==> config.mk <==
export PLATFORM = sky130hd
export DESIGN_NAME = xme_execute
export DESIGN_NICKNAME = d
export VERILOG_FILES = /design/src/xme_pkg.sv /design/src/xme_execute.sv
export SDC_FILE = /design/constraint.sdc
export NUM_CORES = 1
export LEC_CHECK = 0
export BUFFER_PORTS_ARGS = -buffer_cell sky130_fd_sc_hd__buf_2
export CAP_MARGIN = 20
export CORE_AREA = 8 8 98 122
export DETAILED_ROUTE_END_ITERATION = 8
export DIE_AREA = 0 0 106 130
export HOLD_SLACK_MARGIN = 0.02
export PLACE_DENSITY_LB_ADDON = 0.3
export SYNTH_ARGS = -nofsm -noshare
export SYNTH_HDL_FRONTEND = slang
export SYNTH_SLANG_ARGS = --single-unit
==> constraint.sdc <==
create_clock -name core_clk -period 5.3 [get_ports core_clk]
set_input_delay 0.795 -clock core_clk [delete_from_list [all_inputs] [get_ports core_clk]]
set_output_delay 0.795 -clock core_clk [all_outputs]
set_load 0.01 [all_outputs]
==> src/xme_pkg.sv <==
// package for the extended memory operation execute unit
package xme_pkg;

  // --------------------------------------------------------------------
  // operation codes handed over by the fetch and decode stage
  // --------------------------------------------------------------------
  typedef enum logic [3:0] {
    XME_SKIP_IF_MEM_NONZERO      = 4'h0,
    XME_SUBTRACT_TO_ACCUMULATOR  = 4'h1,
    XME_SUBTRACT_TO_MEMORY       = 4'h2,
    XME_NIBBLE_EXCHANGE          = 4'h3,
    XME_NIBBLE_EXCHANGE_TO_ACC   = 4'h4,
    XME_SKIP_IF_MEM_ZERO         = 4'h5,
    XME_SKIP_IF_ZERO_WITH_MOVE   = 4'h6,
    XME_SKIP_IF_BIT_ZERO         = 4'h7,
    XME_TABLE_READ_PAGE          = 4'h8,
    XME_TABLE_READ_LAST_PAGE     = 4'h9,
    XME_INCREMENT_TABLE_READ_PAGE = 4'hA,
    XME_INCREMENT_TABLE_READ_LAST = 4'hB,
    XME_EXCLUSIVE_OR_TO_ACC      = 4'hC,
    XME_EXCLUSIVE_OR_TO_MEMORY   = 4'hD,
    XME_INCREMENT_SKIP_ON_ZERO   = 4'hE
  } xme_op_t;

  // --------------------------------------------------------------------
  // one-hot execution states
  // --------------------------------------------------------------------
  typedef enum logic [6:0] {
    XME_IDLE   = 7'h01,
    XME_READ   = 7'h02,
    XME_EXEC   = 7'h04,
    XME_TFETCH = 7'h08,
    XME_TDATA  = 7'h10,
    XME_WB     = 7'h20,
    XME_DUMMY  = 7'h40
  } xme_state_t;

  // --------------------------------------------------------------------
  // widths, reset values, field positions
  // --------------------------------------------------------------------
  localparam int XME_DATA_W = 8;
  localparam int XME_NIB_W = 4;
  localparam int XME_WORD_W = 16;
  localparam logic [7:0] XME_BYTE_ZERO = 8'h00;
  localparam logic [7:0] XME_BYTE_ONE = 8'h01;
  localparam logic [7:0] XME_PTR_RESET = 8'h00;
  localparam int XME_MSB = 7;
  localparam int XME_NIB_MSB = 3;
  // program address bits above the low table pointer on the last page
  localparam logic [7:0] XME_PAGE_ONES = 8'hFF;

endpackage
==> src/xme_execute.sv <==
// execute unit for extended memory skip, subtract, swap, table and xor
`timescale 1ns/100ps

// What this block does
// RULE1 - nonzero byte skip, byte rewritten unchanged
// RULE2 - taken skip inserts one dummy slot
// RULE3 - subtract to accumulator, six flags updated
// RULE4 - carry clear on negative, else set
// RULE5 - subtract to memory, same six flags
// RULE6 - swap byte nibbles in place, flags kept
// RULE7 - swapped byte to accumulator, memory kept
// RULE8 - zero byte skip, byte rewritten unchanged
// RULE9 - copy byte to accumulator, skip if zero
// RULE10 - skip when selected bit is zero
// RULE11 - table read at high:low pointer
// RULE12 - table read on last page, low pointer
// RULE13 - bump low pointer, then page read
// RULE14 - bump low pointer, then last-page read
// RULE15 - xor into accumulator, zero flag only
// RULE16 - xor into memory, zero flag only
// RULE17 - increment byte, store, skip on zero
// RULE18 - no dummy slot unless skip taken
module xme_execute
  import xme_pkg::*;
#(
  parameter int DMEM_AW = 10,
  parameter int PMEM_AW = 14
) (
  input wire logic core_clk,
  input wire logic srst,
  input wire logic op_valid,
  input wire logic [3:0] op_code,
  input wire logic [DMEM_AW-1:0] op_mem_addr,
  input wire logic [2:0] op_bit_sel,
  output logic op_ready,
  output logic op_done,
  output logic skip_taken,
  output logic dummy_slot,
  input wire logic [XME_DATA_W-1:0] acc_in,
  output logic acc_wr_en,
  output logic [XME_DATA_W-1:0] acc_wr_data,
  output logic zero_flag_wr_en,
  output logic arith_flag_wr_en,
  output logic zero_flag,
  output logic carry_flag,
  output logic half_carry_flag,
  output logic signed_wrap_flag,
  output logic signed_compare_flag,
  output logic chained_zero_flag,
  output logic dmem_rd_en,
  output logic [DMEM_AW-1:0] dmem_addr,
  input wire logic [XME_DATA_W-1:0] dmem_rd_data,
  output logic dmem_wr_en,
  output logic [XME_DATA_W-1:0] dmem_wr_data,
  output logic pmem_rd_en,
  output logic [PMEM_AW-1:0] pmem_addr,
  input wire logic [XME_WORD_W-1:0] pmem_rd_data,
  input wire logic ptr_low_wr_en,
  input wire logic ptr_high_wr_en,
  input wire logic [XME_DATA_W-1:0] ptr_wr_data,
  output logic [XME_DATA_W-1:0] table_pointer_low,
  output logic [XME_DATA_W-1:0] table_pointer_high,
  output logic [XME_DATA_W-1:0] table_high_latch
);

  // --------------------------------------------------------------------
  // helpers
  // --------------------------------------------------------------------
  function automatic logic is_zero(input logic [XME_DATA_W-1:0] v);
    return v == XME_BYTE_ZERO;
  endfunction

  function automatic logic is_table(input xme_op_t o);
    return o == XME_TABLE_READ_PAGE || o == XME_TABLE_READ_LAST_PAGE ||
           o == XME_INCREMENT_TABLE_READ_PAGE ||
           o == XME_INCREMENT_TABLE_READ_LAST;
  endfunction

  function automatic logic is_last_page(input xme_op_t o);
    return o == XME_TABLE_READ_LAST_PAGE ||
           o == XME_INCREMENT_TABLE_READ_LAST;
  endfunction

  // program word address for a table read, from the pointer pair
  function automatic logic [PMEM_AW-1:0] table_addr(input xme_op_t o,
    input logic [XME_DATA_W-1:0] lo, input logic [XME_DATA_W-1:0] hi);
    if (is_last_page(o)) begin
      return PMEM_AW'({XME_PAGE_ONES, lo});
    end
    return PMEM_AW'({hi, lo});
  endfunction

  function automatic logic [XME_DATA_W-1:0] swap_nib(
    input logic [XME_DATA_W-1:0] v);
    return {v[XME_NIB_MSB:0], v[XME_MSB:XME_NIB_W]};
  endfunction

  xme_state_t state;
  xme_op_t op;
  logic [2:0] bit_sel;
  logic take_skip;
  logic [XME_DATA_W:0] diff;
  logic [XME_NIB_W:0] diff_lo;
  logic [XME_DATA_W-1:0] xor_val;
  logic [XME_DATA_W-1:0] inc_val;
  logic sub_ov;
  logic accept;
  logic bump_ptr;
  logic [XME_DATA_W-1:0] next_ptr_low;

  assign op_ready = state == XME_IDLE;
  assign accept = op_valid && op_ready;
  assign dmem_rd_en = state == XME_READ;
  assign pmem_rd_en = state == XME_TFETCH;
  assign dummy_slot = state == XME_DUMMY;
  assign bump_ptr = accept &&
                    (xme_op_t'(op_code) == XME_INCREMENT_TABLE_READ_PAGE ||
                     xme_op_t'(op_code) == XME_INCREMENT_TABLE_READ_LAST);
  assign next_ptr_low = bump_ptr ? table_pointer_low + XME_BYTE_ONE :
                        table_pointer_low;

  // --------------------------------------------------------------------
  // datapath arithmetic on the fetched byte
  // --------------------------------------------------------------------
  assign diff = {1'b0, acc_in} - {1'b0, dmem_rd_data};
  assign diff_lo = {1'b0, acc_in[XME_NIB_MSB:0]} -
                   {1'b0, dmem_rd_data[XME_NIB_MSB:0]};
  assign sub_ov = (acc_in[XME_MSB] != dmem_rd_data[XME_MSB]) &&
                  (diff[XME_MSB] != acc_in[XME_MSB]);
  assign xor_val = acc_in ^ dmem_rd_data;
  assign inc_val = dmem_rd_data + XME_BYTE_ONE;

  always_comb begin
    case (op)
      XME_SKIP_IF_MEM_NONZERO: take_skip = !is_zero(dmem_rd_data); // see RULE1
      XME_SKIP_IF_MEM_ZERO: take_skip = is_zero(dmem_rd_data); // see RULE8
      XME_SKIP_IF_ZERO_WITH_MOVE: take_skip = is_zero(dmem_rd_data); // see RULE9
      XME_SKIP_IF_BIT_ZERO: take_skip = !dmem_rd_data[bit_sel]; // see RULE10
      XME_INCREMENT_SKIP_ON_ZERO: take_skip = is_zero(inc_val); // see RULE17
      default: take_skip = 1'b0;
    endcase
  end

  // --------------------------------------------------------------------
  // sequencing
  // --------------------------------------------------------------------
  always_ff @(posedge core_clk) begin
    if (srst) begin
      state <= XME_IDLE;
    end else begin
      case (state)
        XME_IDLE: begin
          if (accept) begin
            state <= is_table(xme_op_t'(op_code)) ? XME_TFETCH : XME_READ;
          end
        end
        XME_READ: state <= XME_EXEC;
        XME_EXEC: state <= XME_WB;
        XME_TFETCH: state <= XME_TDATA;
        XME_TDATA: state <= XME_WB;
        XME_WB: state <= skip_taken ? XME_DUMMY : XME_IDLE; // see RULE2 RULE18
        XME_DUMMY: state <= XME_IDLE;
        default: state <= XME_IDLE;
      endcase
    end
  end

  always_ff @(posedge core_clk) begin
    if (srst) begin
      op <= XME_SKIP_IF_MEM_NONZERO;
      bit_sel <= 3'h0;
      dmem_addr <= '0;
    end else if (accept) begin
      op <= xme_op_t'(op_code);
      bit_sel <= op_bit_sel;
      dmem_addr <= op_mem_addr;
    end
  end

  // --------------------------------------------------------------------
  // table pointers and program address
  // --------------------------------------------------------------------
  always_ff @(posedge core_clk) begin
    if (srst) begin
      table_pointer_low <= XME_PTR_RESET;
      table_pointer_high <= XME_PTR_RESET;
    end else begin
      if (bump_ptr) begin
        table_pointer_low <= next_ptr_low; // see RULE13 RULE14
      end else if (ptr_low_wr_en && op_ready) begin
        table_pointer_low <= ptr_wr_data;
      end
      if (ptr_high_wr_en && op_ready) begin
        table_pointer_high <= ptr_wr_data;
      end
    end
  end

  // address set at the take edge so it stands during the fetch cycle
  always_ff @(posedge core_clk) begin
    if (srst) begin
      pmem_addr <= '0;
    end else if (accept && is_table(xme_op_t'(op_code))) begin
      pmem_addr <= table_addr(xme_op_t'(op_code), next_ptr_low,
                              table_pointer_high); // see RULE11 RULE12 RULE13 RULE14
    end
  end

  always_ff @(posedge core_clk) begin
    if (srst) begin
      table_high_latch <= XME_BYTE_ZERO;
    end else if (state == XME_TDATA) begin
      table_high_latch <= pmem_rd_data[XME_WORD_W-1:XME_DATA_W]; // see RULE11 RULE12
    end
  end

  // --------------------------------------------------------------------
  // results, strobes and flags
  // --------------------------------------------------------------------
  always_ff @(posedge core_clk) begin
    if (srst) begin
      dmem_wr_en <= 1'b0;
      dmem_wr_data <= XME_BYTE_ZERO;
      acc_wr_en <= 1'b0;
      acc_wr_data <= XME_BYTE_ZERO;
      skip_taken <= 1'b0;
      op_done <= 1'b0;
    end else begin
      dmem_wr_en <= 1'b0;
      acc_wr_en <= 1'b0;
      skip_taken <= 1'b0;
      op_done <= state == XME_EXEC || state == XME_TDATA;
      if (state == XME_TDATA) begin
        dmem_wr_en <= 1'b1;
        dmem_wr_data <= pmem_rd_data[XME_DATA_W-1:0]; // see RULE11 RULE12
      end else if (state == XME_EXEC) begin
        skip_taken <= take_skip; // see RULE2
        case (op)
          XME_SKIP_IF_MEM_NONZERO, XME_SKIP_IF_MEM_ZERO: begin
            dmem_wr_en <= 1'b1;
            dmem_wr_data <= dmem_rd_data; // see RULE1 RULE8
          end
          XME_SUBTRACT_TO_ACCUMULATOR: begin
            acc_wr_en <= 1'b1;
            acc_wr_data <= diff[XME_DATA_W-1:0]; // see RULE3
          end
          XME_SUBTRACT_TO_MEMORY: begin
            dmem_wr_en <= 1'b1;
            dmem_wr_data <= diff[XME_DATA_W-1:0]; // see RULE5
          end
          XME_NIBBLE_EXCHANGE: begin
            dmem_wr_en <= 1'b1;
            dmem_wr_data <= swap_nib(dmem_rd_data); // see RULE6
          end
          XME_NIBBLE_EXCHANGE_TO_ACC: begin
            acc_wr_en <= 1'b1;
            acc_wr_data <= swap_nib(dmem_rd_data); // see RULE7
          end
          XME_SKIP_IF_ZERO_WITH_MOVE: begin
            acc_wr_en <= 1'b1;
            acc_wr_data <= dmem_rd_data; // see RULE9
          end
          XME_EXCLUSIVE_OR_TO_ACC: begin
            acc_wr_en <= 1'b1;
            acc_wr_data <= xor_val; // see RULE15
          end
          XME_EXCLUSIVE_OR_TO_MEMORY: begin
            dmem_wr_en <= 1'b1;
            dmem_wr_data <= xor_val; // see RULE16
          end
          XME_INCREMENT_SKIP_ON_ZERO: begin
            dmem_wr_en <= 1'b1;
            dmem_wr_data <= inc_val; // see RULE17
          end
          default: begin
            dmem_wr_en <= 1'b0;
          end
        endcase
      end
    end
  end

  always_ff @(posedge core_clk) begin
    if (srst) begin
      zero_flag_wr_en <= 1'b0;
      arith_flag_wr_en <= 1'b0;
      zero_flag <= 1'b0;
      carry_flag <= 1'b0;
      half_carry_flag <= 1'b0;
      signed_wrap_flag <= 1'b0;
      signed_compare_flag <= 1'b0;
      chained_zero_flag <= 1'b0;
    end else begin
      zero_flag_wr_en <= 1'b0;
      arith_flag_wr_en <= 1'b0;
      if (state == XME_EXEC && (op == XME_SUBTRACT_TO_ACCUMULATOR ||
          op == XME_SUBTRACT_TO_MEMORY)) begin
        zero_flag_wr_en <= 1'b1;
        arith_flag_wr_en <= 1'b1; // see RULE3 RULE5
        zero_flag <= is_zero(diff[XME_DATA_W-1:0]);
        carry_flag <= !diff[XME_DATA_W]; // see RULE4
        half_carry_flag <= !diff_lo[XME_NIB_W];
        signed_wrap_flag <= sub_ov;
        signed_compare_flag <= sub_ov ^ diff[XME_MSB];
        chained_zero_flag <= is_zero(diff[XME_DATA_W-1:0]);
      end else if (state == XME_EXEC && (op == XME_EXCLUSIVE_OR_TO_ACC ||
                   op == XME_EXCLUSIVE_OR_TO_MEMORY)) begin
        zero_flag_wr_en <= 1'b1; // see RULE15 RULE16
        zero_flag <= is_zero(xor_val);
      end
    end
  end
endmodule

# Word-level counts from Yosys, hierarchy flattened
# Index checks and enable logic that the tools add are counted.
[totals]
word_cells = 121
in_bits = 62
register_bits = 90
output_inout_bits = 80
[op_classes]
n_lt_le_gt_ge = 1
eq_ne = 24
muxes = 28
addsub = 4
n_bitwise = 4
n_reduce_logical = 38
[op_table]
columns = ["operator", "n"]
rows = [
  ["two-way mux 8 bit", 5],
  ["one-hot mux 8 bit (5 select lines)", 1],
  ["one-hot mux 7 bit (5 select lines)", 1],
  ["zero test 8 bit", 4],
  ["one-hot mux 8 bit (4 select lines)", 1],
  ["== test 4 bit, second input constant", 7],
  ["two-way mux 14 bit", 2],
  ["adder 8 x 1 -> 8 bit, second input constant", 2],
  ["== test 4 x 3 -> 1 bit, second input constant", 4],
  ["two-way mux 7 bit", 2],
  ["two-way mux 1 bit", 13],
  ["subtractor 8 x 8 -> 9 bit", 1],
  ["== test 4 x 2 -> 1 bit, second input constant", 2],
  ["logical AND 1 bit", 8],
  ["logical OR 1 bit", 8],
  ["bitwise XOR 8 bit", 1],
  ["== test 7 x 1 -> 1 bit, second input constant", 1],
  ["== test 7 x 2 -> 1 bit, second input constant", 1],
  ["== test 7 x 3 -> 1 bit, second input constant", 1],
  ["== test 7 x 4 -> 1 bit, second input constant", 1],
  ["== test 7 x 5 -> 1 bit, second input constant", 1],
  ["== test 7 x 6 -> 1 bit, second input constant", 1],
  ["== test 7 bit, second input constant", 1],
  ["nonzero test 2 bit", 3],
  ["20 further kinds", 27],
]

# Longest topological paths before layout
# Gate-level depths: netlist of run 1.
[depth]
ltp_word = 8
depth_mapped = 15
depth_no_buf = 13

# Worst setup path after synthesis of run 1
# OpenSTA, ideal clock, no wires.
[synth_timing]
path_type = "input to register"
startpoint = "input port dmem_rd_data[2]"
endpoint = "register zero_flag"
setup_ns = 0.095
required_time_ns = 5.205
slack_ns = 1.380
t_arrival_ns = 3.825
stages = 14
path_buffers = 2
path_cell_list = "clkbuf_1 inv_1 ha_1 clkbuf_1 o21ai_0 a21oi_1 o31a_1 o21a_1 nor2_1 fa_1 nand3b_1 or4_1 or4_1 a221oi_1"
[synth_via]
elab_chain_cells = 4
word_cells_on_any_way = 6
classes_between = "add/sub (1); mux (2); bitwise (1); reduce/logical (2)"
[synth_rtl]
columns = ["item", "line", "text"]
rows = [
  ["from (decl)", "xme_execute.sv:52", "input wire logic [XME_DATA_W-1:0] dmem_rd_data,"],
  ["branches (longest 3 deep; another with subtractor 8 x 8 -> 9 bit)", "n/a", ""],
  ["two-way mux 1 bit (*)", "xme_execute.sv:296", "if (state == XME_EXEC && (op == XME_SUBTRACT_TO_ACCUMULATOR ||"],
  ["to (signal assigned)", "xme_execute.sv:300", "zero_flag <= is_zero(diff[XME_DATA_W-1:0]);"],
  ["to (signal assigned)", "xme_execute.sv:309", "zero_flag <= is_zero(xor_val);"],
  ["to (decl)", "xme_execute.sv:44", "output logic zero_flag,"],
]
# Every way passes the cells marked *. The select of a mux whose other input is x is not followed.
# A chain may end at the register's enable or synchronous reset.

# Worst setup path after layout of run 1
[layout_timing]
startpoint = "input port dmem_rd_data[3]"
endpoint = "register zero_flag"
# Same word-level chain as after synthesis.

==> metrics.cfg, run 1 <==
[clocking]
clk_pin_slew_ps = 70
cts_setup_buffers = 0
clkLatencyLatePin_ps = 340
cts.sinks = 90
cts-resized-gates = 0
cts_buffer_depth = 2
cts_tree = done
postCtsHoldBufs = 0
cts_max_level = 3
numCtsBuffers = 9
cts_root_buf = clkbuf_16

[setup_path]
critPathKind = in2reg
cp_top_family = adder cells
arrival_ps = 3990
cp.required_ps = 5540
cp_cell_sequence = buf_2 > inv_1 > ha_1 > o21ai_0 > a21oi_1 > o31a_1 > o21a_1 > nor2_1 > fa_1 > nand3b_1 > or4_1 > or4_1 > a221oi_1
crit_path_start_kind = input pin
path_buf_inv = 2
path_max_fanout = 9
cp_slowest_stage_delay_ps = 590
end_kind = flop
crit_path_top_delay_cell = fa_1
crit_top_cell = or4_1

[drt]
drt_wl_total_um = 16300
drt_iter0_drc = 347
drc = 0
wl_per_cell_um = 18.6
vias_per_cell = 5.91
via_count = 5162
first_pass_iters = 5
postRouteAntennaNets = 0

[synth]
ys_warn_count = 0
ys_seq_area_frac = 0.366
synthMuxAreaShare = 0.0582
synthSimpleGateAreaFrac = 0.254
syn_area_per_cell_um2 = 7.87
synth_area_um2 = 4920
synth_adder_area_share = 0.0361
async_flop_share = 0
yosys_register_bits = 90
synth-compound-area-share = 0.214
synth_top_family_by_area = simple AND/OR/NAND/NOR gates
synth_edf_count = 0
ys.flop_type = dfxtp_1
postSynthCellCount = 625
synth-xor-area-share = 0.0231
syn-num-nets = 700
synth_cell_types = 66

[floorplan]
die_area_um2 = 13800
core.rowCount = 41
die_h_um = 130
initial_core_util = 0.492
core_area_um2 = 10000
fp.dieW_um = 106
io_pins = 142

[power_and_ir_drop]
vdd_drop_max_v = 0.000166
power_density_nw_per_um2 = 299
p_leak_uw = 0.00258

[run]
drv_cap = 0

[sta]
hold_viol_final = 0
finalWorstSetupSlack_ps = 1550
holdWs_ps = 458
tns_ps = 0
drv_slew = 0
worst_pin_slew_ps = 921
fin_crit_sh = 0.708
rsz0062_at_grt = no
max_freq_ghz = 0.267
period_minus_slack_ps = 3750
skew_ps = 4.90
setup_viol = 0
slew_headroom = 0.385

[min_path]
holdCritPathClass = reg2reg

[placement]
place_ws_ps = 1250
portBuffers = 141
dpl.hpwl_um = 12300
place.gp.congestion = 1.01

[grt]
grt_pass1_vias = 5050
antenna_found_initial = 0
grt_pass1_wl_um = 25300
grt_start_max_net_pins = 78
gr-total-overflow = 0
track_usage = 0.228

[finish]
mostFrequentLayoutCell = buf_2
layout-drive-gt1-share = 0.237
post-route-util = 0.599
finalNetCount = 814
most-common-layout-cells = buf_2, dfxtp_1, nand2_1
fill_cells = 945
synthToLayoutAreaGrowth_pct = 21.7

[run_status]
status = finished, final reports clean

registers in the layout, indices dropped and copies added (netlist names), 3 cells and up:
name,count
acc_wr_data,8
dmem_wr_data,8
table_high_latch,8
dmem_addr,10
table_pointer_high,8
op,4
table_pointer_low,8
bit_sel,3
state,7
pmem_addr,14
through the flow:
stage / power, uW / instance area, um2 / std cells
after floorplan: 983 / 4920 / 625
after global placement: 1100 / 5650 / 856
after detailed placement: 1100 / 5650 / 856
after CTS: 1800 / 5980 / 872
after global routing: 1870 / 5990 / 873
final: 1790 / 5990 / 874
worst register-to-register path, delay by kind of cell (launching register included):
| family | cells | cell delay (ps) |
|---|---|---|
| flip-flops | 1 | 920 |
| AND/OR/NAND/NOR | 4 | 1830 |
| AO/OA/AOI/OAI | 2 | 420 |
where the power goes:
group          switching [uW]  internal [uW]  leakage (uW)
clock                     278            421      0.000157
sequential               32.7            706      0.000731
combinational             218            139       0.00169
layout make-up:
type	instances	area, um2	area share
Timing Repair Buffer	147	754	0.126
Antenna cell	1	2.50	0.000418
Sequential cell	90	1800	0.301
Clock buffer	10	229	0.0382
Clock inverter	6	98.8	0.0165
Inverter	16	60.1	0.0100
Multi-Input combinational cell	475	2880	0.481
Tap cell	129	161	0.0269
cells in the mapped netlist (5+ instances only):
| cell | n | area, um2 |
|---|---|---|
| dfxtp_1 | 90 | 1800 |
| nand2_1 | 74 | 278 |
| nor2_1 | 69 | 259 |
| a21oi_1 | 58 | 290 |
| clkbuf_1 | 37 | 139 |
| nor3_1 | 29 | 145 |
| o21ai_0 | 25 | 125 |
| mux2i_1 | 23 | 230 |
| nand3_1 | 19 | 95.1 |
| inv_1 | 16 | 60.1 |
| a211oi_1 | 12 | 90.1 |
| ha_1 | 11 | 138 |
| nor2b_1 | 11 | 68.8 |
| nand2b_1 | 10 | 62.6 |
| xor2_1 | 10 | 87.6 |
| a31oi_1 | 7 | 43.8 |
| and3_1 | 7 | 43.8 |
| o31ai_1 | 7 | 52.6 |
| nand4_1 | 6 | 37.5 |
| or3_1 | 6 | 37.5 |
| nor3b_1 | 5 | 37.5 |
| nor4_1 | 5 | 31.3 |
| o221ai_1 | 5 | 43.8 |
| or2_2 | 5 | 31.3 |
routing by layer:
layer / global-route usage / wire (um) / up-vias
li1: - / - / 2481
met1: 0.250 / 6190 / 2426
met2: 0.404 / 8400 / 221
met3: 0.0508 / 1190 / 34
met4: 0.116 / 518 / 0
met5: 0 / 0 / -
final timing paths:
check / from / to / slack, ps / depth (start not counted)
hold / removal: dmem_wr_data[2] / dmem_wr_data[2] / 460 / 2
setup / recovery: dmem_rd_data[3] / zero_flag / 1550 / 13
setup reg to reg: op[0] / zero_flag / 2040 / 6
hold reg to reg: dmem_wr_data[2] / dmem_wr_data[2] / 460 / 2
logic make-up after synthesis:
kind of cell / after synthesis
mux: 26
buf+inv: 60
flops: 90
fa+ha+maj: 13
compound gates: 163
simple gates: 260
xor+xnor: 13
Power figures use the tool's default switching activity.
==> run 2: changes to the inputs <==
ABC_AREA = 1   (was unset)
CORE_AREA = 8 8 101 126   (was 8 8 98 122)
DIE_AREA = 0 0 109 134   (was 0 0 106 130)
clock period = 3.4 ns   (was 5.3 ns; I/O delays follow)
==> run 2 against run 1 <==
Utilization fell by 4.3 points; global-route usage fell by 1.2 points; cell count rose by 13%; clock skew barely moved; critical endpoint is now dmem_wr_data[7]; largest cell class unchanged; largest power group unchanged; highest routed layer unchanged.
==> metrics.cfg, run 2 <==
[drt]
drt_iter0_drc = 221
wl_per_cell_um = 16.0
via_count = 5223
drt_wl_total_um = 15800
first_pass_iters = 5
postRouteAntennaNets = 0
vias_per_cell = 5.29
drc = 0

[min_path]
hp-start = pmem_rd_data[8]
hold_depth = 3
holdCritPathClass = in2reg
min_to = table_high_latch[0]

[setup_path]
critPathKind = in2reg
end_kind = flop
cp.required_ps = 3610
path_max_fanout = 7
crit_path_start_kind = input pin
reg2reg_to = pmem_addr[0]
r2r_slack_ps = 950
reg2regPathDepth = 10
r2r-start = state[5]
arrival_ps = 2830

[finish]
final_cells = 987
largest_register_ff_count = 14
most-common-layout-cells = nand2_1, buf_2, dfxtp_1
synthToLayoutAreaGrowth_pct = 22.3
insertedDiodeCount = 0
regMostFlops = pmem_addr
post-route-util = 0.556
seq_area_um2 = 1800
mostFrequentLayoutCell = nand2_1
finalNetCount = 923
fill_cells = 1117
multi_input_area_um2 = 2670
top_regs = pmem_addr: 14 flops, dmem_addr: 10 flops
layout-drive-gt1-share = 0.229

[power_and_ir_drop]
clockPowerShare = 0.382
comb_power_share = 0.198
switchingPower_uw = 828
power_density_nw_per_um2 = 455
vdd_drop_max_v = 0.000272
p_leak_uw = 0.00301
intPower_uw = 1900
p_sw_frac = 0.303
seqPwrFrac = 0.420

[synth]
synthMuxAreaShare = 0
yosys-top-cells-area = dfxtp_1, nand2_1, a21oi_1, o21ai_0, nor2_1
synth_adder_area_share = 0.0362
synth_top_family_by_area = simple AND/OR/NAND/NOR gates
syn-num-nets = 793
ys_seq_area_frac = 0.367
synth_top_cell_area_share = 0.367
async_flop_share = 0
synth-compound-area-share = 0.203
synth-xor-area-share = 0.0214
synth_edf_count = 0
yosys.area.top_type = dfxtp_1
synth_common_cells = nand2_1, dfxtp_1, a21oi_1
yosys_register_bits = 90
ys_warn_count = 0
synth_area_um2 = 4910
synth_cell_types = 46
synth_most_common_cell = nand2_1
synthSimpleGateAreaFrac = 0.282
postSynthCellCount = 718
syn_area_per_cell_um2 = 6.85
ys.flop_type = dfxtp_1

[clocking]
clkLatencyLatePin_ps = 340
cts.sinks = 90
numCtsBuffers = 9
cts_max_level = 3
cts_setup_buffers = 0
cts_root_buf = clkbuf_16
cts-resized-gates = 0
cts_buffer_depth = 2
cts_tree = done
clk_pin_slew_ps = 70
postCtsHoldBufs = 0

[placement]
place_ws_ps = 459
portBuffers = 141
placed_cells = 972
place.gp.congestion = 0.970
dpl.hpwl_um = 12300

[grt]
grt_start_max_net_pins = 36
gr-total-overflow = 0
antenna_found_initial = 0
grt_pass1_wl_um = 25300
track_usage = 0.216
grt_pass1_vias = 5175

[floorplan]
die_area_um2 = 14600
die_h_um = 134
core_area_um2 = 10800
initial_core_util = 0.454
io_pins = 142
core.rowCount = 43
fp.dieW_um = 109

[sta]
worst_pin_slew_ps = 625
skew_ps = 4.66
slew_headroom = 0.582
fin_crit_sh = 0.772
setup_viol = 0
hold_viol_final = 0
finalWorstSetupSlack_ps = 775
tns_ps = 0
rsz0062_at_grt = no
drv_slew = 0
period_minus_slack_ps = 2630
max_freq_ghz = 0.381

[run_status]
status = finished, final reports clean

[run]
drv_cap = 0

## run 2: kinds of logic after synthesis
kind of cell    Yosys count
xor+xnor                 12
buf+inv                 112
flops                    90
fa+ha+maj                13
simple gates            309
compound gates          182
## run 2: critical path: stages
cell and delay [ps]:
buf_2 160, inv_1 140, ha_1 430, nand2_1 100
nor2_1 100, nand2_1 70, nand3_1 70, nand2_1 80
nand2_1 70, a21oi_1 70, fa_1 480, inv_1 80
nand2_1 70, o211ai_1 90, a21oi_1 130, nand2_1 70
nand2_1 60, a21oi_1 50
## run 2: metrics by stage
stage / total power [uW] / hold WS (ps) / instance area, um2
2_1_floorplan: 1520 / 444 / 4910
3_3_place_gp: 1710 / 450 / 5700
3_5_place_dp: 1710 / 457 / 5700
4_1_cts: 2750 / 384 / 6010
5_1_grt: 2860 / 398 / 6010
6_report: 2730 / 389 / 6010
## run 2: worst max path at each step
stage          slack, ps               to       startpoint  cells past startpoint
2_1_floorplan        490  dmem_wr_data[7]  dmem_rd_data[2]                     19
3_3_place_gp         490  dmem_wr_data[7]  dmem_rd_data[3]                     18
3_5_place_dp         460  dmem_wr_data[7]  dmem_rd_data[3]                     18
4_1_cts              820  dmem_wr_data[7]  dmem_rd_data[3]                     18
5_1_grt              520  dmem_wr_data[7]  dmem_rd_data[3]                     18
6_report             770  dmem_wr_data[7]  dmem_rd_data[3]                     18
## run 2: cell type report
cell class                 instances  area share
sequential                        90       0.300
tap                              135      0.0281
inverter                          87      0.0552
multi-input combinational        516       0.444
clock inverter                     4     0.00979
timing repair buffer             144       0.121
clock buffer                      11      0.0421
## run 2: power by group through the flow
stage               logic, uW  registers [uW]  clock network (uW)
floorplan                 332            1180                   0
global placement          539            1170                   0
detailed placement        537            1170                   0
CTS                       540            1150                1060
global route              603            1160                1110
finish                    541            1150                1040
## run 2: layer usage
metal / up-vias / global-route usage / wire [um]
met1: 2351 / 0.250 / 6470
li1: 2627 / - / -
met3: 33 / 0.0542 / 1270
met2: 212 / 0.364 / 7610
met5: - / 0 / 0
met4: 0 / 0.0938 / 418
==> run 3: changes to the inputs <==
clock period = 2.2 ns   (was 3.4 ns; I/O delays follow)
==> run 3 against run 2 <==
Non-clock buffer count grew 27; utilization increased by 2.3 points; routed wire length is 0.49% higher; highest routed layer unchanged; first-iteration DRC count grew 28%; sequential power up 54%.
==> metrics.cfg, run 3 (same netlist as run 2, synthesis figures left out) <==
[power_and_ir_drop]
vdd_drop_max_v = 0.000369
p_leak_uw = 0.00312
power_density_nw_per_um2 = 659
p_total_uw = 4120

[min_path]
holdCritPathClass = in2reg
hp-start = pmem_rd_data[8]
min_to = table_high_latch[0]
hold_depth = 3

[finish]
most-common-layout-cells = nand2_1, buf_2, dfxtp_1
mostFrequentLayoutCell = nand2_1
post-route-util = 0.579
insertedDiodeCount = 0
seq_area_um2 = 1800
multi_input_area_um2 = 2740
largest_register_ff_count = 14
layout-drive-gt1-share = 0.268
top_regs = pmem_addr: 14 flops, dmem_addr: 10 flops
fill_cells = 1066
regMostFlops = pmem_addr
synthToLayoutAreaGrowth_pct = 27.3
finalNetCount = 950

[clocking]
cts_root_buf = clkbuf_16
cts_max_level = 3
clkLatencyLatePin_ps = 340
clk_pin_slew_ps = 70
postCtsHoldBufs = 0
numCtsBuffers = 9
cts.sinks = 90
cts_tree = done
cts_buffer_depth = 2

[sta]
skew_ps = 6.52
max_freq_ghz = 0.481
slew_headroom = 0.612
drv_slew = 0
fin_crit_sh = 0.946
worst_pin_slew_ps = 576
period_minus_slack_ps = 2080
setup_viol = 0
hold_viol_final = 0

[run]
drv_cap = 0

[floorplan]
io_pins = 142
fp.dieW_um = 109
die_h_um = 134
core.rowCount = 43
core_area_um2 = 10800
die_area_um2 = 14600
initial_core_util = 0.454

[placement]
dpl.hpwl_um = 12400
place.gp.congestion = 0.948
portBuffers = 141

[drt]
postRouteAntennaNets = 0
wl_per_cell_um = 15.6
drc = 0
first_pass_iters = 5
drt_iter0_drc = 283
drt_wl_total_um = 15900
via_count = 5317
vias_per_cell = 5.24

[grt]
track_usage = 0.217
grt_pass1_wl_um = 25500
grt_start_max_net_pins = 36
antenna_found_initial = 0
grt_pass1_vias = 5241
gr-total-overflow = 0

[setup_path]
reg2reg_to = table_pointer_low[1]
crit_path_start_kind = input pin
cp.required_ps = 2410
end_kind = flop
r2r_slack_ps = 290
critPathKind = in2reg
arrival_ps = 2300
cp-startpoint = dmem_rd_data[2]
r2r-start = state[3]
reg2regPathDepth = 9
path_max_fanout = 4

[run_status]
status = finished, final reports clean

==> run 3: through the flow <==
stage	hold WS (ps)	instance area, um2	TNS (ps)	setup WS (ps)	cells
detailed placement	452	5940	-806	-250	997
global route	209	6260	-29.9	-29.9	1014
finish	207	6260	0	120	1014
floorplan	444	5030	-488	-150	718
global placement	450	5940	-379	-148	997
CTS	202	6210	0	110	1012
==> run 3: metal layers <==
| layer | wire [um] | global-route usage |
|---|---|---|
| met4 | 652 | 0.123 |
| met5 | 0 | 0 |
| met1 | 6400 | 0.240 |
| met2 | 7470 | 0.363 |
| met3 | 1340 | 0.0571 |
==> run 3: worst max path at each step <==
stage / to / slack [ps]
6_report: dmem_wr_data[7] / 120
5_1_grt: dmem_wr_data[7] / -30
4_1_cts: dmem_wr_data[7] / 110
3_5_place_dp: dmem_wr_data[7] / -250
3_3_place_gp: dmem_wr_data[7] / -150
2_1_floorplan: dmem_wr_data[7] / -150
==> run 3: cell type report <==
| cell class | instances | area share |
|---|---|---|
| multi-input combinational | 516 | 0.437 |
| tap | 135 | 0.0270 |
| clock inverter | 5 | 0.00660 |
| clock buffer | 10 | 0.0366 |
| sequential | 90 | 0.288 |
| timing repair buffer | 171 | 0.150 |
| inverter | 87 | 0.0546 |
==> run 3: timing repair <==
action / 4_1_cts / 5_1_grt
endpoints found under the hold margin: 0 / 0
setup endpoints to repair: 0 / 3
setup buffers: 0 / 2
resized for setup: 0 / 7
==> run 3: report_power, final <==
part           internal (uW)  switching [uW]
Sequential              1710            65.1
Clock                    769             657
Combinational            349             573
Total                   2830            1290
==> run 3: worst max-delay path: stages <==
cell      delay [ps]
buf_4            120
inv_8             40
ha_4             260
nand2_2           50
nor2_1           110
nand2_1           80
nand3_1           70
nand2_1           70
nand2_1           80
a21oi_2           60
fa_1             490
inv_2             60
nand2_1           70
o211ai_1          80
a21oi_1          130
nand2_1           80
nand2_1           80
a21oi_2           50
